### src/hw/pmic_irq_defs.svh
`ifndef PMIC_IRQ_DEFS_SVH
`define PMIC_IRQ_DEFS_SVH

// ****************************************************************
// Register map of the interrupt block.
// ****************************************************************
`define ADDR_W 8
`define DATA_W 8
`define SYS_IRQ_FLAGS_ADDR 8'h01
`define LSW_IRQ_FLAGS_ADDR 8'h02
`define SYS_IRQ_MASK_ADDR 8'h03
`define LSW_IRQ_MASK_ADDR 8'h04

// ****************************************************************
// Field layout and reset values.
// ****************************************************************
`define IRQ_FIELD_W 6
`define IRQ_RESET 6'h00
`define READ_RESET 8'h00

// Load-switch flag positions.
`define SW3_FAULT_BIT 5
`define SW2_FAULT_BIT 4
`define SW1_FAULT_BIT 3
`define SW3_ILIMIT_BIT 2
`define SW2_ILIMIT_BIT 1
`define SW1_ILIMIT_BIT 0

// System source positions, shared by flags and mask.
`define PROG_VOLTAGE_BIT 5
`define MAINS_DETECT_BIT 4
`define BUTTON_CHANGE_BIT 3
`define OVER_TEMP_WARN_BIT 2
`define BACKUP_CELL_ACQ_BIT 1
`define PROG_COMPLETE_BIT 0

`endif

### src/hw/pmic_irq_pkg.sv
`default_nettype none

`include "pmic_irq_defs.svh"

package pmic_irq_pkg;

  // Register access as delivered by the serial host interface decoder.
  typedef struct packed {
    logic rd;
    logic wr;
    logic [`ADDR_W-1:0] addr;
    logic [`DATA_W-1:0] wdata;
  } reg_req_s;

  // Live condition of the three load switches.
  typedef struct packed {
    logic [2:0] overtemp;
    logic sw2_undervolt;
    logic [2:0] ilimit;
  } lsw_status_s;

  // Raw system interrupt sources.
  typedef struct packed {
    logic prog_voltage_low;
    logic mains_detect_input;
    logic button_input;
    logic over_temp_warn;
    logic backup_cell_acq_done;
    logic prog_done;
  } sys_source_s;

  typedef logic [`IRQ_FIELD_W-1:0] irq_vec_t;

endpackage

`default_nettype wire

### src/hw/irq_flag_bank.sv
`timescale 1ns/10ps
`default_nettype none

`include "pmic_irq_defs.svh"

// ****************************************************************
// Bank of sticky flags, cleared as a group, where a set always wins.
// ****************************************************************
module irq_flag_bank
  import pmic_irq_pkg::*;
#(
  parameter int WIDTH = `IRQ_FIELD_W
) (
  input wire logic i_clk,               // Core clock.
  input wire logic i_rst_n,             // Synchronised reset, active low.
  input wire logic [WIDTH-1:0] i_set,   // Set requests, one per flag.
  input wire logic i_clear,             // Clear all flags, one cycle.
  output logic [WIDTH-1:0] o_flags      // Flag state.
);

  logic [WIDTH-1:0] flags_d;
  logic [WIDTH-1:0] flags_q;

  // A set in the clearing cycle survives, so no event is ever lost.
  always_comb begin
    flags_d = i_set | (flags_q & ~{WIDTH{i_clear}});
  end

  always_ff @(posedge i_clk or negedge i_rst_n) begin
    if (!i_rst_n) begin
      flags_q <= '0;
    end else begin
      flags_q <= flags_d;
    end
  end

  assign o_flags = flags_q;

endmodule

`default_nettype wire

### src/hw/pmic_irq_flags_and_masks.sv
// Functional notes
// - Load-switch flags at 0x2 are read-only, reset to 0, bits 7:6 read 0.
// - Bit 5 reads 1 while switch three is off for over-temperature, else 0.
// - Bit 4 reads 1 while switch two is off for overheat or low input.
// - Bit 3 reads 1 while switch one is off for over-temperature, else 0.
// - Bits 2..0 read 1 while switches three..one limit current, else 0.
// - System mask at 0x3 resets to 0, bits 5:0 read/write, bits 7:6 read 0.
// - A mask bit of 0 lets its source pull the interrupt output low.
// - A mask bit of 1 keeps its source off the interrupt output.
// - Masking never changes how flags are set or updated.
// - Mask bits: prog voltage 5, mains 4, button 3, heat 2, cell 1, done 0.
// - Load-switch mask: fault masks at 5..3, current-limit masks at 2..0.
// - The button flag sets on either edge of its input; mask bit 3 gates only its path to the interrupt output.
`timescale 1ns/10ps
`default_nettype none

`include "pmic_irq_defs.svh"

module pmic_irq_flags_and_masks
  import pmic_irq_pkg::*;
(
  input wire logic i_core_clk,               // Core clock, 25 MHz.
  input wire logic i_resetn,                 // Async reset, active low.
  input wire reg_req_s i_reg_req,            // Decoded register access.
  input wire lsw_status_s i_lsw_status,      // Load-switch conditions.
  input wire sys_source_s i_sys_source,      // System interrupt sources.
  output logic [`DATA_W-1:0] o_reg_rdata,    // Read data, registered.
  output logic o_reg_rvalid,                 // Read data valid pulse.
  output logic o_irq_out_n                   // Interrupt output, low active.
);

  // ****************************************************************
  // Reset release.
  // ****************************************************************
  logic rst_meta_q;
  logic rst_n;

  // Assert at once, release two clean edges later.
  always_ff @(posedge i_core_clk or negedge i_resetn) begin
    if (!i_resetn) begin
      rst_meta_q <= 1'b0;
      rst_n <= 1'b0;
    end else begin
      rst_meta_q <= 1'b1;
      rst_n <= rst_meta_q;
    end
  end

  // ****************************************************************
  // Helpers.
  // ****************************************************************
  function automatic logic irq_pending(input irq_vec_t flags,
                                       input irq_vec_t mask);
    irq_pending = |(flags & ~mask);
  endfunction

  function automatic logic addr_hit(input reg_req_s req,
                                    input logic [`ADDR_W-1:0] addr);
    addr_hit = (req.addr == addr);
  endfunction

  // ****************************************************************
  // Source edge detection.
  // ****************************************************************
  logic mains_prev_d;
  logic mains_prev_q;
  logic button_prev_d;
  logic button_prev_q;
  logic prev_valid_d;
  logic prev_valid_q;
  logic mains_change;
  logic button_change;

  // The previous-level copies are trusted only after one sample, so a
  // pin that sits high out of reset is not taken for an edge.
  always_comb begin
    mains_prev_d = i_sys_source.mains_detect_input;
    button_prev_d = i_sys_source.button_input;
    prev_valid_d = 1'b1;
    mains_change = prev_valid_q &&
      (i_sys_source.mains_detect_input != mains_prev_q);
    button_change = prev_valid_q &&
      (i_sys_source.button_input != button_prev_q);
  end

  always_ff @(posedge i_core_clk or negedge rst_n) begin
    if (!rst_n) begin
      mains_prev_q <= 1'b0;
      button_prev_q <= 1'b0;
      prev_valid_q <= 1'b0;
    end else begin
      mains_prev_q <= mains_prev_d;
      button_prev_q <= button_prev_d;
      prev_valid_q <= prev_valid_d;
    end
  end

  // ****************************************************************
  // Flag set vectors.
  // ****************************************************************
  irq_vec_t lsw_set;
  irq_vec_t sys_set;
  logic rd_lsw_flags;
  logic rd_sys_flags;

  // Level conditions set every cycle they stand, so a flag reads 1 while
  // its condition holds and drops at the first read after it ends.
  // The masks take no part here: monitoring runs the same either way.
  always_comb begin
    lsw_set = '0;
    lsw_set[`SW3_FAULT_BIT] = i_lsw_status.overtemp[2];
    lsw_set[`SW2_FAULT_BIT] = i_lsw_status.overtemp[1] |
                              i_lsw_status.sw2_undervolt;
    lsw_set[`SW1_FAULT_BIT] = i_lsw_status.overtemp[0];
    lsw_set[`SW3_ILIMIT_BIT] = i_lsw_status.ilimit[2];
    lsw_set[`SW2_ILIMIT_BIT] = i_lsw_status.ilimit[1];
    lsw_set[`SW1_ILIMIT_BIT] = i_lsw_status.ilimit[0];
    sys_set = '0;
    sys_set[`PROG_VOLTAGE_BIT] = i_sys_source.prog_voltage_low;
    sys_set[`MAINS_DETECT_BIT] = mains_change;
    sys_set[`BUTTON_CHANGE_BIT] = button_change;
    sys_set[`OVER_TEMP_WARN_BIT] = i_sys_source.over_temp_warn;
    sys_set[`BACKUP_CELL_ACQ_BIT] = i_sys_source.backup_cell_acq_done;
    sys_set[`PROG_COMPLETE_BIT] = i_sys_source.prog_done;
    rd_lsw_flags = i_reg_req.rd && addr_hit(i_reg_req, `LSW_IRQ_FLAGS_ADDR);
    rd_sys_flags = i_reg_req.rd && addr_hit(i_reg_req, `SYS_IRQ_FLAGS_ADDR);
  end

  irq_vec_t lsw_flags;
  irq_vec_t sys_flags;

  irq_flag_bank #(.WIDTH(`IRQ_FIELD_W)) u_lsw_flags (
    .i_clk(i_core_clk),
    .i_rst_n(rst_n),
    .i_set(lsw_set),
    .i_clear(rd_lsw_flags),
    .o_flags(lsw_flags)
  );

  irq_flag_bank #(.WIDTH(`IRQ_FIELD_W)) u_sys_flags (
    .i_clk(i_core_clk),
    .i_rst_n(rst_n),
    .i_set(sys_set),
    .i_clear(rd_sys_flags),
    .o_flags(sys_flags)
  );

  // ****************************************************************
  // Registers, read port and interrupt output.
  // ****************************************************************
  irq_vec_t sys_mask_d;
  irq_vec_t sys_mask_q;
  irq_vec_t lsw_mask_d;
  irq_vec_t lsw_mask_q;
  logic [`DATA_W-1:0] rdata_d;
  logic rvalid_d;
  logic irq_n_d;

  // Writes to flag registers and unmapped addresses are ignored; reads of
  // unmapped addresses return zero. Upper bits always read as zero.
  always_comb begin
    sys_mask_d = sys_mask_q;
    lsw_mask_d = lsw_mask_q;
    if (i_reg_req.wr && addr_hit(i_reg_req, `SYS_IRQ_MASK_ADDR)) begin
      sys_mask_d = i_reg_req.wdata[`IRQ_FIELD_W-1:0];
    end
    if (i_reg_req.wr && addr_hit(i_reg_req, `LSW_IRQ_MASK_ADDR)) begin
      lsw_mask_d = i_reg_req.wdata[`IRQ_FIELD_W-1:0];
    end
    rdata_d = `READ_RESET;
    case (i_reg_req.addr)
      `SYS_IRQ_FLAGS_ADDR: rdata_d[`IRQ_FIELD_W-1:0] = sys_flags;
      `LSW_IRQ_FLAGS_ADDR: rdata_d[`IRQ_FIELD_W-1:0] = lsw_flags;
      `SYS_IRQ_MASK_ADDR: rdata_d[`IRQ_FIELD_W-1:0] = sys_mask_q;
      `LSW_IRQ_MASK_ADDR: rdata_d[`IRQ_FIELD_W-1:0] = lsw_mask_q;
      default: rdata_d = `READ_RESET;
    endcase
    if (!i_reg_req.rd) begin
      rdata_d = o_reg_rdata;
    end
    rvalid_d = i_reg_req.rd;
    // Only unmasked flags reach the pin.
    irq_n_d = !(irq_pending(sys_flags, sys_mask_q) ||
                irq_pending(lsw_flags, lsw_mask_q));
  end

  always_ff @(posedge i_core_clk or negedge rst_n) begin
    if (!rst_n) begin
      sys_mask_q <= `IRQ_RESET;
      lsw_mask_q <= `IRQ_RESET;
      o_reg_rdata <= `READ_RESET;
      o_reg_rvalid <= 1'b0;
      o_irq_out_n <= 1'b1;
    end else begin
      sys_mask_q <= sys_mask_d;
      lsw_mask_q <= lsw_mask_d;
      o_reg_rdata <= rdata_d;
      o_reg_rvalid <= rvalid_d;
      o_irq_out_n <= irq_n_d;
    end
  end

  // ****************************************************************
  // Checks.
  // ****************************************************************
  AST_IRQ_LOW_UNMASKED: assert property (@(posedge i_core_clk)
    disable iff (!rst_n)
    (|(sys_flags & ~sys_mask_q)) |=> !o_irq_out_n)
    else $error("Unmasked system flag did not pull interrupt low.");

  AST_IRQ_HIGH_MASKED: assert property (@(posedge i_core_clk)
    disable iff (!rst_n)
    (((sys_flags & ~sys_mask_q) == '0) && ((lsw_flags & ~lsw_mask_q) == '0))
    |=> o_irq_out_n)
    else $error("Interrupt low with every set flag masked.");

  AST_IRQ_HOLDS_LOW: assert property (@(posedge i_core_clk)
    disable iff (!rst_n)
    (|(lsw_flags & ~lsw_mask_q)) [*2] |-> !o_irq_out_n [*2])
    else $error("Interrupt released while a flag was pending.");

  AST_RESERVED_ZERO: assert property (@(posedge i_core_clk)
    disable iff (!rst_n)
    o_reg_rvalid |-> (o_reg_rdata[`DATA_W-1:`IRQ_FIELD_W] == '0))
    else $error("Reserved read bits are not zero.");

  AST_SW3_FAULT: assert property (@(posedge i_core_clk)
    disable iff (!rst_n)
    i_lsw_status.overtemp[2] |=> lsw_flags[`SW3_FAULT_BIT])
    else $error("Switch three fault flag missing.");

  AST_SW2_FAULT: assert property (@(posedge i_core_clk)
    disable iff (!rst_n)
    (i_lsw_status.overtemp[1] || i_lsw_status.sw2_undervolt)
    |=> lsw_flags[`SW2_FAULT_BIT])
    else $error("Switch two fault flag missing.");

  AST_SW1_FAULT: assert property (@(posedge i_core_clk)
    disable iff (!rst_n)
    i_lsw_status.overtemp[0] |=> lsw_flags[`SW1_FAULT_BIT])
    else $error("Switch one fault flag missing.");

  AST_ILIMIT: assert property (@(posedge i_core_clk)
    disable iff (!rst_n)
    1'b1 |=> ((lsw_flags[2:0] & $past(i_lsw_status.ilimit)) ==
              $past(i_lsw_status.ilimit)))
    else $error("Current-limit flag missing.");

  AST_MASK_WRITE: assert property (@(posedge i_core_clk)
    disable iff (!rst_n)
    (i_reg_req.wr && i_reg_req.addr == `SYS_IRQ_MASK_ADDR) |=>
    (sys_mask_q == $past(i_reg_req.wdata[`IRQ_FIELD_W-1:0])))
    else $error("System mask write not stored.");

  AST_BUTTON_MASKED: assert property (@(posedge i_core_clk)
    disable iff (!rst_n)
    (button_change && sys_mask_q[`BUTTON_CHANGE_BIT]) |=>
    sys_flags[`BUTTON_CHANGE_BIT])
    else $error("Masked button change did not set its flag.");

  AST_READ_DATA: assert property (@(posedge i_core_clk)
    disable iff (!rst_n)
    (i_reg_req.rd && i_reg_req.addr == `SYS_IRQ_MASK_ADDR) |=>
    (o_reg_rvalid && o_reg_rdata[`IRQ_FIELD_W-1:0] == $past(sys_mask_q)))
    else $error("Mask read returned wrong data.");

endmodule

`default_nettype wire

### config.mk
export PLATFORM = sky130hd
export DESIGN_NAME = pmic_irq_flags_and_masks
export DESIGN_NICKNAME = d
export VERILOG_FILES = /design/src/hw/pmic_irq_pkg.sv /design/src/hw/irq_flag_bank.sv /design/src/hw/pmic_irq_flags_and_masks.sv
export VERILOG_INCLUDE_DIRS = /design/src /design/src/hw
export SDC_FILE = /design/constraint.sdc
export NUM_CORES = 1
export LEC_CHECK = 0
export CAP_MARGIN = 20
export CORE_MARGIN = 8
export CORE_UTILIZATION = 60
export CTS_BUF_LIST = sky130_fd_sc_hd__clkbuf_4
export CTS_CLUSTER_SIZE = 8
export DETAILED_ROUTE_END_ITERATION = 10
export DONT_BUFFER_PORTS = 1
export PLACE_DENSITY_LB_ADDON = 0.08
export SLEW_MARGIN = 20
export SYNTH_ARGS = -nofsm -noshare
export SYNTH_HDL_FRONTEND = slang
export SYNTH_SLANG_ARGS = --single-unit
### constraint.sdc
create_clock -name i_core_clk -period 1.9 [get_ports i_core_clk]
set_input_delay 0.095 -clock i_core_clk [delete_from_list [all_inputs] [get_ports i_core_clk]]
set_output_delay 0.095 -clock i_core_clk [all_outputs]
set_load 0.005 [all_outputs]
==> summary.txt, run 1 <==
Run status
  • Run status: finished clean

Power
  • Peak VDD IR: 0.000613 V
  • Pwr dens: 662 nW/um2
  • Static leakage: 0.882 nW

STA
  • Final Hold Vio Count: 0
  • Final min period: 1.40 ns
  • Finish-stage setup viols: 0
  • Clock Skew: 0.00430 ns
  • Worst slew pin tran: 0.587 ns
  • Tcrit/Tclk final: 0.738
  • Fmax: 713 MHz
  • Max-slew violations: 0
  • Rel. slew slack: 0.608
  • WHS: 0.0251 ns
  • RSZ-0062 raised after global routing: false
  • Setup TNS: 0 ns

Final layout
  • Final Instance Area: 2000 um2
  • Antenna diode count: 0
  • Finished Layout Cells: 192
  • Area grow syn2layout: 18.1%
  • Final nets: 193
  • Share of cells above drive strength 1: 0.186

Synthesis
  • #FFs+latches synth: 37
  • Synth cell types: 35
  • Multiplexer share of the synthesized area: 0.110
  • Largest family of logic cells by synthesized area: compound AO/OA/AOI/OAI gates
  • Mapped Area: 1690 um2
  • Adder-Cell Fraction of Synth Area: 0
  • Post-synthesis xor/xnor area fraction: 0.0104
  • Post-synthesis compound-gate area fraction: 0.150
  • Synthesis warning total: 0
  • FFs w/ async S/R, synth: 1.00
  • Primary FF master, synth: dfrtp_1
  • Number of synthesized flops with an enable pin: 0
  • Cells after Synth: 131
  • Seq/Total Area, Yosys: 0.548
  • Avg Cell Area, Syn: 12.9 um2
  • Synth Area in Simple Gates: 0.140

GRT
  • Initial antenna violation count: 0
  • Tot GR Track Use: 0.152
  • Vias in the first global route: 1,222
  • Largest net degree at the start of global routing: 36
  • First-pass GRT wire length: 5910 um
  • GRT Residual Overflow: 0

Detailed routing
  • Vias post-DR: 1,144
  • First-pass iteration count of the detailed router: 4
  • Post-DRT Antenna Nets: 0
  • Initial DRC Count: 89
  • Via density per instance: 5.96
  • Final wirelength: 3450 um
  • Post-DR wirelength/cell: 18.0 um
  • # DRC: 0

Place
  • Post-DP Area: 1720 um2
  • Placer Congestion: 0.797
  • Dpl cells: 162
  • PortBufs: 0
  • HPWL after DPL: 2520 um

Clock network
  • Clk buf depth: 2
  • Root Driver: clkbuf_4
  • CTS tree: yes
  • Clock sink total: 37
  • Reg clk slew, reported paths: 0.10 ns
  • Post CTS Setup Buffer Count: 0
  • H-tree depth: 2
  • CTS Buf Count: 5
  • Skew-Pair Late Insertion Delay: 0.33 ns

Critical path
  • Critical Path AT: 1.63 ns
  • Worst Path Max Fanout: 7
  • Critical Path RT: 2.13 ns
  • CP endpoint kind: flip-flop
  • Worst Setup Path Type: input port to flip-flop
  • CP Launch Type: input port

Floorplanning
  • DIE AREA: 4770 um2
  • Row count: 19
  • Die Height: 69.1 um
  • I/O Pins: 43
  • Initial Util: 0.624
  • Die Wd: 69.1 um
  • Core ar.: 2710 um2

Min path
  • HP Class: input port to flip-flop

Job
  • Max Cap Viol: 0
-- cells in the mapped netlist, types with 2 or more instances --
cell,number,area share
nand4b_1,2,0.010
or4_4,2,0.013
nand2b_1,12,0.044
o2111ai_1,3,0.016
a21o_1,9,0.040
inv_1,5,0.011
a221o_1,5,0.030
nand3b_1,2,0.0089
o2bb2ai_1,5,0.026
xor2_1,2,0.010
dfrtp_1,36,0.53
mux2_2,12,0.080
buf_6,2,0.013
nor2b_1,5,0.019
conb_1,2,0.0044
a22o_1,2,0.010
buf_4,2,0.0089
nor3_1,2,0.0059
mux2i_1,5,0.030
-- cells by family after synthesis --
kind of cell	count (synthesis)
other cells	2
buf+inv	11
xor+xnor	2
simple gates	32
flops	37
compound gates	30
mux	17
-- metrics by stage --
| step | worst slack (ns) | power, mW | util |
|---|---|---|---|
| 6_report | 0.497 | 1.32 | 0.737 |
| 5_1_grt | 0.486 | 1.39 | 0.737 |
| 4_1_cts | 0.508 | 1.34 | 0.737 |
| 3_5_place_dp | 0.141 | 0.907 | 0.635 |
| 3_3_place_gp | 0.160 | 0.904 | 0.635 |
| 2_1_floorplan | 0.118 | 0.897 | - |
-- sequential cells by signal, summed over array words and instances (netlist names) --
name,count
mains_prev_q,1
u_sys_flags.o_flags,6
prev_valid_q,1
rst_n,1
rst_meta_q,1
lsw_mask_q,6
u_lsw_flags.o_flags,6
button_prev_q,1
o_irq_out_n,1
sys_mask_q,6
o_reg_rdata,6
o_reg_rvalid,1
-- cell type report --
cell class | count | area (um2)
clock buffers | 6 | 45.0
repair buffers | 26 | 250
clock inverters | 2 | 10.0
flip-flops and latches | 37 | 927
fillers | 197 | 713
multi-input cells | 85 | 707
well taps | 31 | 38.8
inverters | 5 | 18.8
-- layer usage --
metal / GRT usage / routed length (um)
met3: 0.0629 / 232
met5: 0 / 0
met4: 0.0752 / 69
met2: 0.246 / 1700
met1: 0.167 / 1440
-- layout by cell type (no fill, tap or decap) --
cell,n
dfrtp_1,36
dlygate4sd3_1,22
nand2b_1,12
mux2_2,12
a21o_1,9
clkbuf_4,6
inv_1,5
mux2i_1,5
o2bb2ai_1,5
nor2b_1,5
a221o_1,5
conb_1,4
buf_4,4
o2111ai_1,3
or4_4,2
xor2_1,2
a22o_1,2
nor3_1,2
nand4b_1,2
nand3b_1,2
clkinv_2,2
or4_1,1
a211o_1,1
nor3_2,1
or3b_2,1
nor4_4,1
nor4_1,1
o21bai_1,1
a211oi_1,1
nor3b_1,1
o32ai_1,1
a21oi_1,1
nor2_1,1
o32a_1,1
dfstp_2,1
-- critical path, cell delays in order --
cell and delay (ns):
or4_4 0.58, or4_1 0.67, a22o_1 0.28
-- power by group --
part / switching [mW] / internal [mW] / leakage (nW)
combinational: 0.0474 / 0.0637 / 0.412
sequential: 0.0132 / 0.807 / 0.435
clock: 0.235 / 0.155 / 0.0354
-- path summary, 6_finish.rpt --
check	slack [ns]	from	cells after the start	end
worst min register to register	0.28	rst_n	1	sys_mask_q[1]
max in group asynchronous	1.28	i_resetn	2	rst_meta_q
worst max-delay path	0.50	i_reg_req[13]	3	u_sys_flags.o_flags[3]
worst min-delay path	0.03	i_reg_req[17]	2	o_reg_rdata[0]
min in group asynchronous	0.28	rst_n	1	sys_mask_q[1]
worst max register to register	0.80	u_sys_flags.o_flags[0]	3	o_reg_rdata[0]
-- what timing repair did --
item                                    in CTS  in global routing
endpoints found under the hold margin       32                  0
resized for setup                            0                  0
hold buffers                                22                  0
endpoints found under the setup margin       0                  0
Note: power is estimated with default switching activity, not from simulation.
==> inputs of run 2 (changes only) <==
- ABC_AREA: default -> 1
- clock period: 1.9 -> 1.36 ns (I/O delays scaled with it)
==> run 2 against run 1 <==
Synthesized area increased by 4.3%. Non-clock buffer count fell by 1. Clock-buffer cell count is 1 lower. Final area is 3.1% higher. Via count up 23%. Cell count up 36%. Combinational power up 62%. Sequential share of layout area is 1.4 points lower. Sequential cell count unchanged. Synthesized cell count increased by 53%. Critical endpoint is now u_lsw_flags.o_flags[4]. Largest cell class unchanged.
==> summary.txt, run 2 <==
Clock network
  • PostCTS Resize Cnt: 0 (unchanged)
  • Skew-Pair Late Insertion Delay: 0.33 ns (about the same)
  • Reg clk slew, reported paths: 0.11 ns (was 0.10 ns)
  • Post CTS Setup Buffer Count: 0 (unchanged)
  • Root Driver: clkbuf_4 (unchanged)
  • H-tree depth: 2 (unchanged)
  • CTS tree: yes (unchanged)
  • Clk buf depth: 2 (unchanged)
  • CTS Hold Bufs: 22 (unchanged)
  • CTS Buf Count: 5 (unchanged)
  • Clock sink total: 37 (unchanged)

Power
  • Design Power: 1.89 mW (was 1.32 mW)
  • Static leakage: 1.10 nW (was 0.882 nW)
  • Peak VDD IR: 0.000858 V (was 0.000613 V)
  • Pwr dens: 917 nW/um2 (was 662 nW/um2)

GRT
  • Largest net degree at the start of global routing: 20 (was 36)
  • Tot GR Track Use: 0.168 (was 0.152)
  • First-pass GRT wire length: 6740 um (was 5910 um)
  • Initial antenna violation count: 1 (was 0)
  • Vias in the first global route: 1,496 (was 1,222)
  • GRT Residual Overflow: 0 (unchanged)

Synthesis
  • #FFs+latches synth: 37 (unchanged)
  • Avg Cell Area, Syn: 8.81 um2 (was 12.9 um2)
  • Primary FF master, synth: dfrtp_1 (unchanged)
  • FFs w/ async S/R, synth: 1.00 (unchanged)
  • Seq/Total Area, Yosys: 0.526 (was 0.548)
  • Cell taking the most area after synthesis: dfrtp_1 (unchanged)
  • Synth area leaders: dfrtp_1 51%, nand2_1 8.9%, nand3_1 7.1% (was dfrtp_1 53%, mux2_2 8.0%, nand2b_1 4.4%)
  • Synth cell types: 25 (was 35)
  • Mapped Area: 1760 um2 (was 1690 um2)
  • Number of synthesized flops with an enable pin: 0 (unchanged)
  • Cells after Synth: 200 (was 131)
  • Synth cell count leaders: 42 x nand2_1, 36 x dfrtp_1, 26 x inv_1 (was 36 x dfrtp_1, 12 x mux2_2, 12 x nand2b_1)
  • Top-area cell type share of the netlist area: 0.511 (was 0.533)
  • Top-count cell post-synth: nand2_1 (was dfrtp_1)
  • Synthesis warning total: 0 (unchanged)

Final layout
  • Final nets: 261 (was 193)
  • Final Instance Area: 2060 um2 (was 2000 um2)
  • Finished Layout Cells: 261 (was 192)
  • Fin util: 0.740 (was 0.737)
  • Share of cells above drive strength 1: 0.135 (was 0.186)
  • Commonest non-fill, non-tap cell in the layout: nand2_1 (was dfrtp_1)
  • Area grow syn2layout: 16.8% (was 18.1%)
  • Leading cell types in the layout, fill and taps excluded: 42 x nand2_1, 36 x dfrtp_1, 26 x inv_1 (was 36 x dfrtp_1, 22 x dlygate4sd3_1, 12 x nand2b_1, 12 x mux2_2, 9 x a21o_1)

STA
  • Max-slew violations: 0 (unchanged)
  • Setup ws final: 0.296 ns (was 0.497 ns)
  • Final Hold Vio Count: 0 (unchanged)
  • WHS: 0.0372 ns (was 0.0251 ns)
  • Finish-stage setup viols: 0 (unchanged)
  • Tcrit/Tclk final: 0.782
  • Final min period: 1.06 ns
  • Setup TNS: 0 ns (unchanged)
  • Clock Skew: 0.00968 ns (was 0.00430 ns)
  • Fmax: 940 MHz
  • RSZ-0062 raised after global routing: false (unchanged)

Detailed routing
  • Final wirelength: 3840 um (was 3450 um)
  • Post-DRT Antenna Nets: 0 (unchanged)
  • Post-DR wirelength/cell: 14.7 um (was 18.0 um)
  • Via density per instance: 5.38 (was 5.96)
  • First-pass iteration count of the detailed router: 4 (unchanged)
  • Initial DRC Count: 95 (was 89)
  • Vias post-DR: 1,403 (was 1,144)
  • # DRC: 0 (unchanged)

Critical path
  • Worst Path Buf+Inv: 2 (was 0)
  • Worst Setup Path Type: input port to flip-flop (unchanged)
  • Worst-path cell chain: dlygate4sd3_1 -> nor2_1 -> dlygate4sd3_1 -> o21ai_0 (was or4_4 -> or4_1 -> a22o_1)
  • CP endpoint kind: flip-flop (unchanged)
  • Delay-heaviest family, CP: buffers and inverters (was simple AND/OR/NAND/NOR gates)
  • Cell with the largest stage delay on the worst path: dlygate4sd3_1 (was or4_1)
  • CP peak stage delay: 0.54 ns (was 0.67 ns)
  • CP Launch Type: input port (unchanged)
  • Most common cell on crit path: dlygate4sd3_1
  • Worst Path Max Fanout: 1 (was 7)
  • Critical Path AT: 1.29 ns (was 1.63 ns)
  • Critical Path RT: 1.58 ns (was 2.13 ns)

Floorplanning
  • DIE AREA: 4930 um2 (was 4770 um2)
  • Die Height: 70.2 um (was 69.1 um)
  • I/O Pins: 43 (unchanged)
  • Die Wd: 70.2 um (was 69.1 um)
  • Row count: 19 (unchanged)
  • Initial Util: 0.634 (was 0.624)
  • Core ar.: 2780 um2 (was 2710 um2)

Place
  • HPWL after DPL: 2780 um (was 2520 um)
  • PortBufs: 0 (unchanged)
  • Post-DP Area: 1780 um2 (was 1720 um2)
  • Worst slack at placement: 0.182 ns (was 0.141 ns)
  • Placer Congestion: 0.940 (was 0.797)
  • Dpl cells: 230 (was 162)

Min path
  • HP Class: input port to flip-flop (unchanged)

Job
  • Max Cap Viol: 0 (unchanged)

Run status
  • Run status: finished clean (unchanged)
-- run 2: metal layers --
layer | global-route usage | up-vias | part of all wire
li1 | - | 699 | -
met1 | 0.189 | 646 | 0.42
met2 | 0.267 | 46 | 0.48
met3 | 0.0749 | 12 | 0.075
met4 | 0.0737 | 0 | 0.029
met5 | 0 | - | 0
-- run 2: cell type report --
cell class | instances | area, um2
Fill cell | 203 | 722
Clock buffer | 5 | 37.5
Antenna cell | 1 | 2.50
Timing Repair Buffer | 25 | 243
Inverter | 29 | 109
Sequential cell | 37 | 927
Multi-Input combinational cell | 130 | 684
Tap cell | 31 | 38.8
Clock inverter | 3 | 17.5
-- run 2: path summary, 6_finish.rpt --
check,startpoint,cells past startpoint,to,slack [ns]
max reg2reg,u_sys_flags.o_flags[4],5,o_irq_out_n,0.33
max in group asynchronous,i_resetn,2,rst_n,0.76
min,i_reg_req[17],3,o_reg_rdata[2],0.04
min in group asynchronous,rst_n,1,prev_valid_q,0.23
min reg2reg,rst_n,1,prev_valid_q,0.23
max,i_lsw_status[5],4,u_lsw_flags.o_flags[4],0.30
-- run 2: tightest hold or removal path, stage by stage --
cell      delay (ns)
clkinv_1        0.15
nand2_1         0.07
nand2_1         0.05
-- run 2: cells by family (layout without fill, tap and decap cells) --
kind of cell,count (synthesis),count (layout),share of synthesized area
compound gates,39,39,0.134
other cells,2,5,0.00426
flops,37,37,0.526
buf+inv,35,62,0.0901
simple gates,87,87,0.246
-- run 2: report_power, final --
group	total, mW	leakage [nW]	internal, mW	switching, mW
Clock	0.543	0.0310	0.195	0.348
Sequential	1.16	0.429	1.13	0.0304
Combinational	0.180	0.638	0.0842	0.0955
Total	1.89	1.10	1.41	0.474
==> inputs of run 3 (changes only) <==
- CORE_UTILIZATION: 60 -> 59
- clock period: 1.36 -> 0.9 ns (I/O delays scaled with it)
==> run 3 against run 2 <==
Total power is 90% higher. Final area is 14% higher. Combinational power is 100% higher. Sequential cell count stayed put. Critical endpoint is now o_irq_out_n. Worst setup slack worse by 0.37 ns. Clock power grew to 2.7 times the previous value. First-iteration DRC count is 28% higher. Non-clock buffer count is 21 higher. Hold slack worse by 0.031 ns. Sequential share of layout area is 5.4 points lower. Clock-buffer cell count stayed put. The flow now finishes with violations (setup timing). Register-to-register slack worse by 0.41 ns.
==> summary.txt, run 3 (same netlist as run 2, synthesis figures left out) <==
Run status
  • Run status: finished, violations left (was finished clean)
  • Failing checks: setup timing

Critical path
  • Critical Path AT: 1.26 ns (was 1.29 ns)
  • Worst Path Max Fanout: 2 (was 1)
  • Delay-heaviest family, CP: flip-flops (was buffers and inverters)
  • Critical Path RT: 1.18 ns (was 1.58 ns)
  • Worst Setup Path Type: flip-flop to flip-flop (was input port to flip-flop)
  • Cell with the largest stage delay on the worst path: dfrtp_1 (was dlygate4sd3_1)
  • CP endpoint kind: flip-flop (unchanged)
  • Worst-path cell chain: inv_1 -> o22ai_1 -> nor2_1 -> nand2_1 -> nor3_2 (was dlygate4sd3_1 -> nor2_1 -> dlygate4sd3_1 -> o21ai_0)
  • CP peak stage delay: 0.41 ns (was 0.54 ns)
  • Worst Path Buf+Inv: 1 (was 2)
  • R2R Setup Slk: -0.08 ns (was 0.33 ns)
  • CP Launch Type: flip-flop (was input port)

Power
  • Int Power: 2.77 mW (was 1.41 mW)
  • Pwr dens: 1530 nW/um2 (was 917 nW/um2)
  • NetSw: 0.819 mW (was 0.474 mW)
  • Gate power share: 0.101 (was 0.095)
  • Peak VDD IR: 0.00164 V (was 0.000858 V)
  • Sw frac: 0.228 (was 0.251)
  • Static leakage: 1.24 nW (was 1.10 nW)
  • Reg power frac: 0.489 (was 0.617)
  • Clock share of power: 0.410 (was 0.288)

Detailed routing
  • Top Metal Used: met4 (unchanged)
  • Metal1 wirelength: 1800 um (was 1610 um)
  • Vias post-DR: 1,556 (was 1,403)
  • Post-DRT Antenna Nets: 0 (unchanged)
  • # DRC: 0 (unchanged)
  • Via density per instance: 5.50 (was 5.38)
  • Initial DRC Count: 122 (was 95)
  • Final wirelength: 4530 um (was 3840 um)
  • First-pass iteration count of the detailed router: 6 (was 4)
  • Post-DR wirelength/cell: 16.0 um (was 14.7 um)
  • Metal2 WL: 2260 um (was 1830 um)
  • Met3 wire len: 304 um (was 288 um)

Place
  • Dpl cells: 245 (was 230)
  • Post-DP Area: 1910 um2 (was 1780 um2)
  • Worst slack at placement: -0.124 ns (was 0.182 ns)
  • HPWL after DPL: 3060 um (was 2780 um)
  • PortBufs: 0 (unchanged)
  • Placer Congestion: 0.925 (was 0.940)

Job
  • Max Cap Viol: 0 (unchanged)

Clock network
  • Skew-Pair Late Insertion Delay: 0.35 ns (was 0.33 ns)
  • CTS tree: yes (unchanged)
  • H-tree depth: 2 (unchanged)
  • Clock sink total: 37 (unchanged)
  • Root Driver: clkbuf_4 (unchanged)
  • Reg clk slew, reported paths: 0.12 ns (was 0.11 ns)
  • Clk buf depth: 2 (unchanged)
  • CTS Buf Count: 5 (unchanged)

STA
  • WHS: 0.00663 ns (was 0.0372 ns)
  • Final min period: 0.978 ns
  • Fmax: 1020 MHz
  • Max-slew violations: 0 (unchanged)
  • Setup ws final: -0.0777 ns (was 0.296 ns)
  • Clock Skew: 0.0105 ns (was 0.00968 ns)
  • RSZ-0062 raised after global routing: true (was false)
  • Final Hold Vio Count: 0 (unchanged)
  • Tcrit/Tclk final: 1.09
  • Finish-stage setup viols: 3 (was 0)

Final layout
  • Area grow syn2layout: 33.0% (was 16.8%)
  • Final nets: 282 (was 261)
  • Finished Layout Cells: 283 (was 261)
  • Leading cell types in the layout, fill and taps excluded: 39 x nand2_1, 35 x dfrtp_1, 25 x inv_1 (was 42 x nand2_1, 36 x dfrtp_1, 26 x inv_1)
  • Fillers: 200 (was 203)
  • Share of cells above drive strength 1: 0.260 (was 0.135)
  • Final Instance Area: 2340 um2 (was 2060 um2)
  • Antenna diode count: 0 (was 1)
  • Commonest non-fill, non-tap cell in the layout: nand2_1 (unchanged)

GRT
  • Initial antenna violation count: 0 (was 1)
  • GRT Residual Overflow: 0 (unchanged)
  • Tot GR Track Use: 0.187 (was 0.168)
  • Vias in the first global route: 1,632 (was 1,496)
  • Largest net degree at the start of global routing: 36 (was 20)
  • First-pass GRT wire length: 7330 um (was 6740 um)

Min path
  • HP Class: input port to flip-flop (unchanged)

Floorplanning
  • I/O Pins: 43 (unchanged)
  • Row count: 20 (was 19)
  • DIE AREA: 4990 um2 (was 4930 um2)
  • Core ar.: 2950 um2 (was 2780 um2)
  • Initial Util: 0.597 (was 0.634)
  • Die Wd: 70.7 um (was 70.2 um)
  • Die Height: 70.7 um (was 70.2 um)
[run 3: cell types whose count changed in the layout (fill, tap and decap cells not counted), moves of 2 or more]
cell / delta
nand3_2: +2
o21ai_2: +5
o21ai_1: +2
bufinv_16: +2
nand2_2: +3
o21ai_0: -7
nand3_1: -2
clkinv_2: -2
buf_12: +2
nand2_1: -3
buf_4: +17
[run 3: repair_timing]
item	CTS	global route
buffers inserted	5	2
endpoints found under the hold margin	35	0
pin swaps	1	12
resized for setup	9	12
endpoints found under the setup margin	8	10
hold buffers	23	0
[run 3: through the flow]
step	util	TNS, ns	power [mW]
floorplan	-	0	1.94
global placement	0.646	-0.921	2.01
detailed placement	0.646	-1.67	2.02
CTS	0.776	-0.132	3.56
global route	0.794	-0.358	3.71
finish	0.794	-0.146	3.59
[run 3: worst paths after layout]
path | from | to | depth (start not counted)
worst max-delay path | u_lsw_flags.o_flags[4] | o_irq_out_n | 5
worst min-delay path | i_reg_req[17] | u_sys_flags.o_flags[3] | 3
worst max register to register | u_lsw_flags.o_flags[4] | o_irq_out_n | 5
worst min register to register | rst_n | sys_mask_q[5] | 1
max in group asynchronous | i_resetn | rst_n | 2
min in group asynchronous | rst_n | sys_mask_q[5] | 1
[run 3: power by group through the flow]
| stage | combinational (mW) | sequential [mW] | clock, mW |
|---|---|---|---|
| after global routing | 0.399 | 1.76 | 1.55 |
| after detailed placement | 0.233 | 1.79 | 0 |
| after global placement | 0.224 | 1.78 | 0 |
| after CTS | 0.340 | 1.75 | 1.47 |
| after floorplan | 0.141 | 1.80 | 0 |
| final | 0.362 | 1.76 | 1.47 |
[run 3: final cells by class]
class / instances / area, um2 / share of cell area
clock buffer: 5 / 37.5 / 0.0160
timing repair buffer: 46 / 432 / 0.184
sequential: 37 / 928 / 0.396
multi-input combinational: 130 / 728 / 0.311
inverter: 29 / 109 / 0.0464
clock inverter: 3 / 68.8 / 0.0293
tap: 33 / 41.3 / 0.0176
[run 3: worst reg2reg max path, stage by stage, from the launching register on]
cell,delay (ns)
dfrtp_1,0.41
inv_1,0.07
o22ai_1,0.08
nor2_1,0.13
nand2_1,0.10
nor3_2,0.13
[run 3: routing by layer]
metal  up-vias  GRT usage
met2        61      0.312
met3        16     0.0636
met4         0      0.122
li1        739          -
met5         -          0
met1       740      0.197
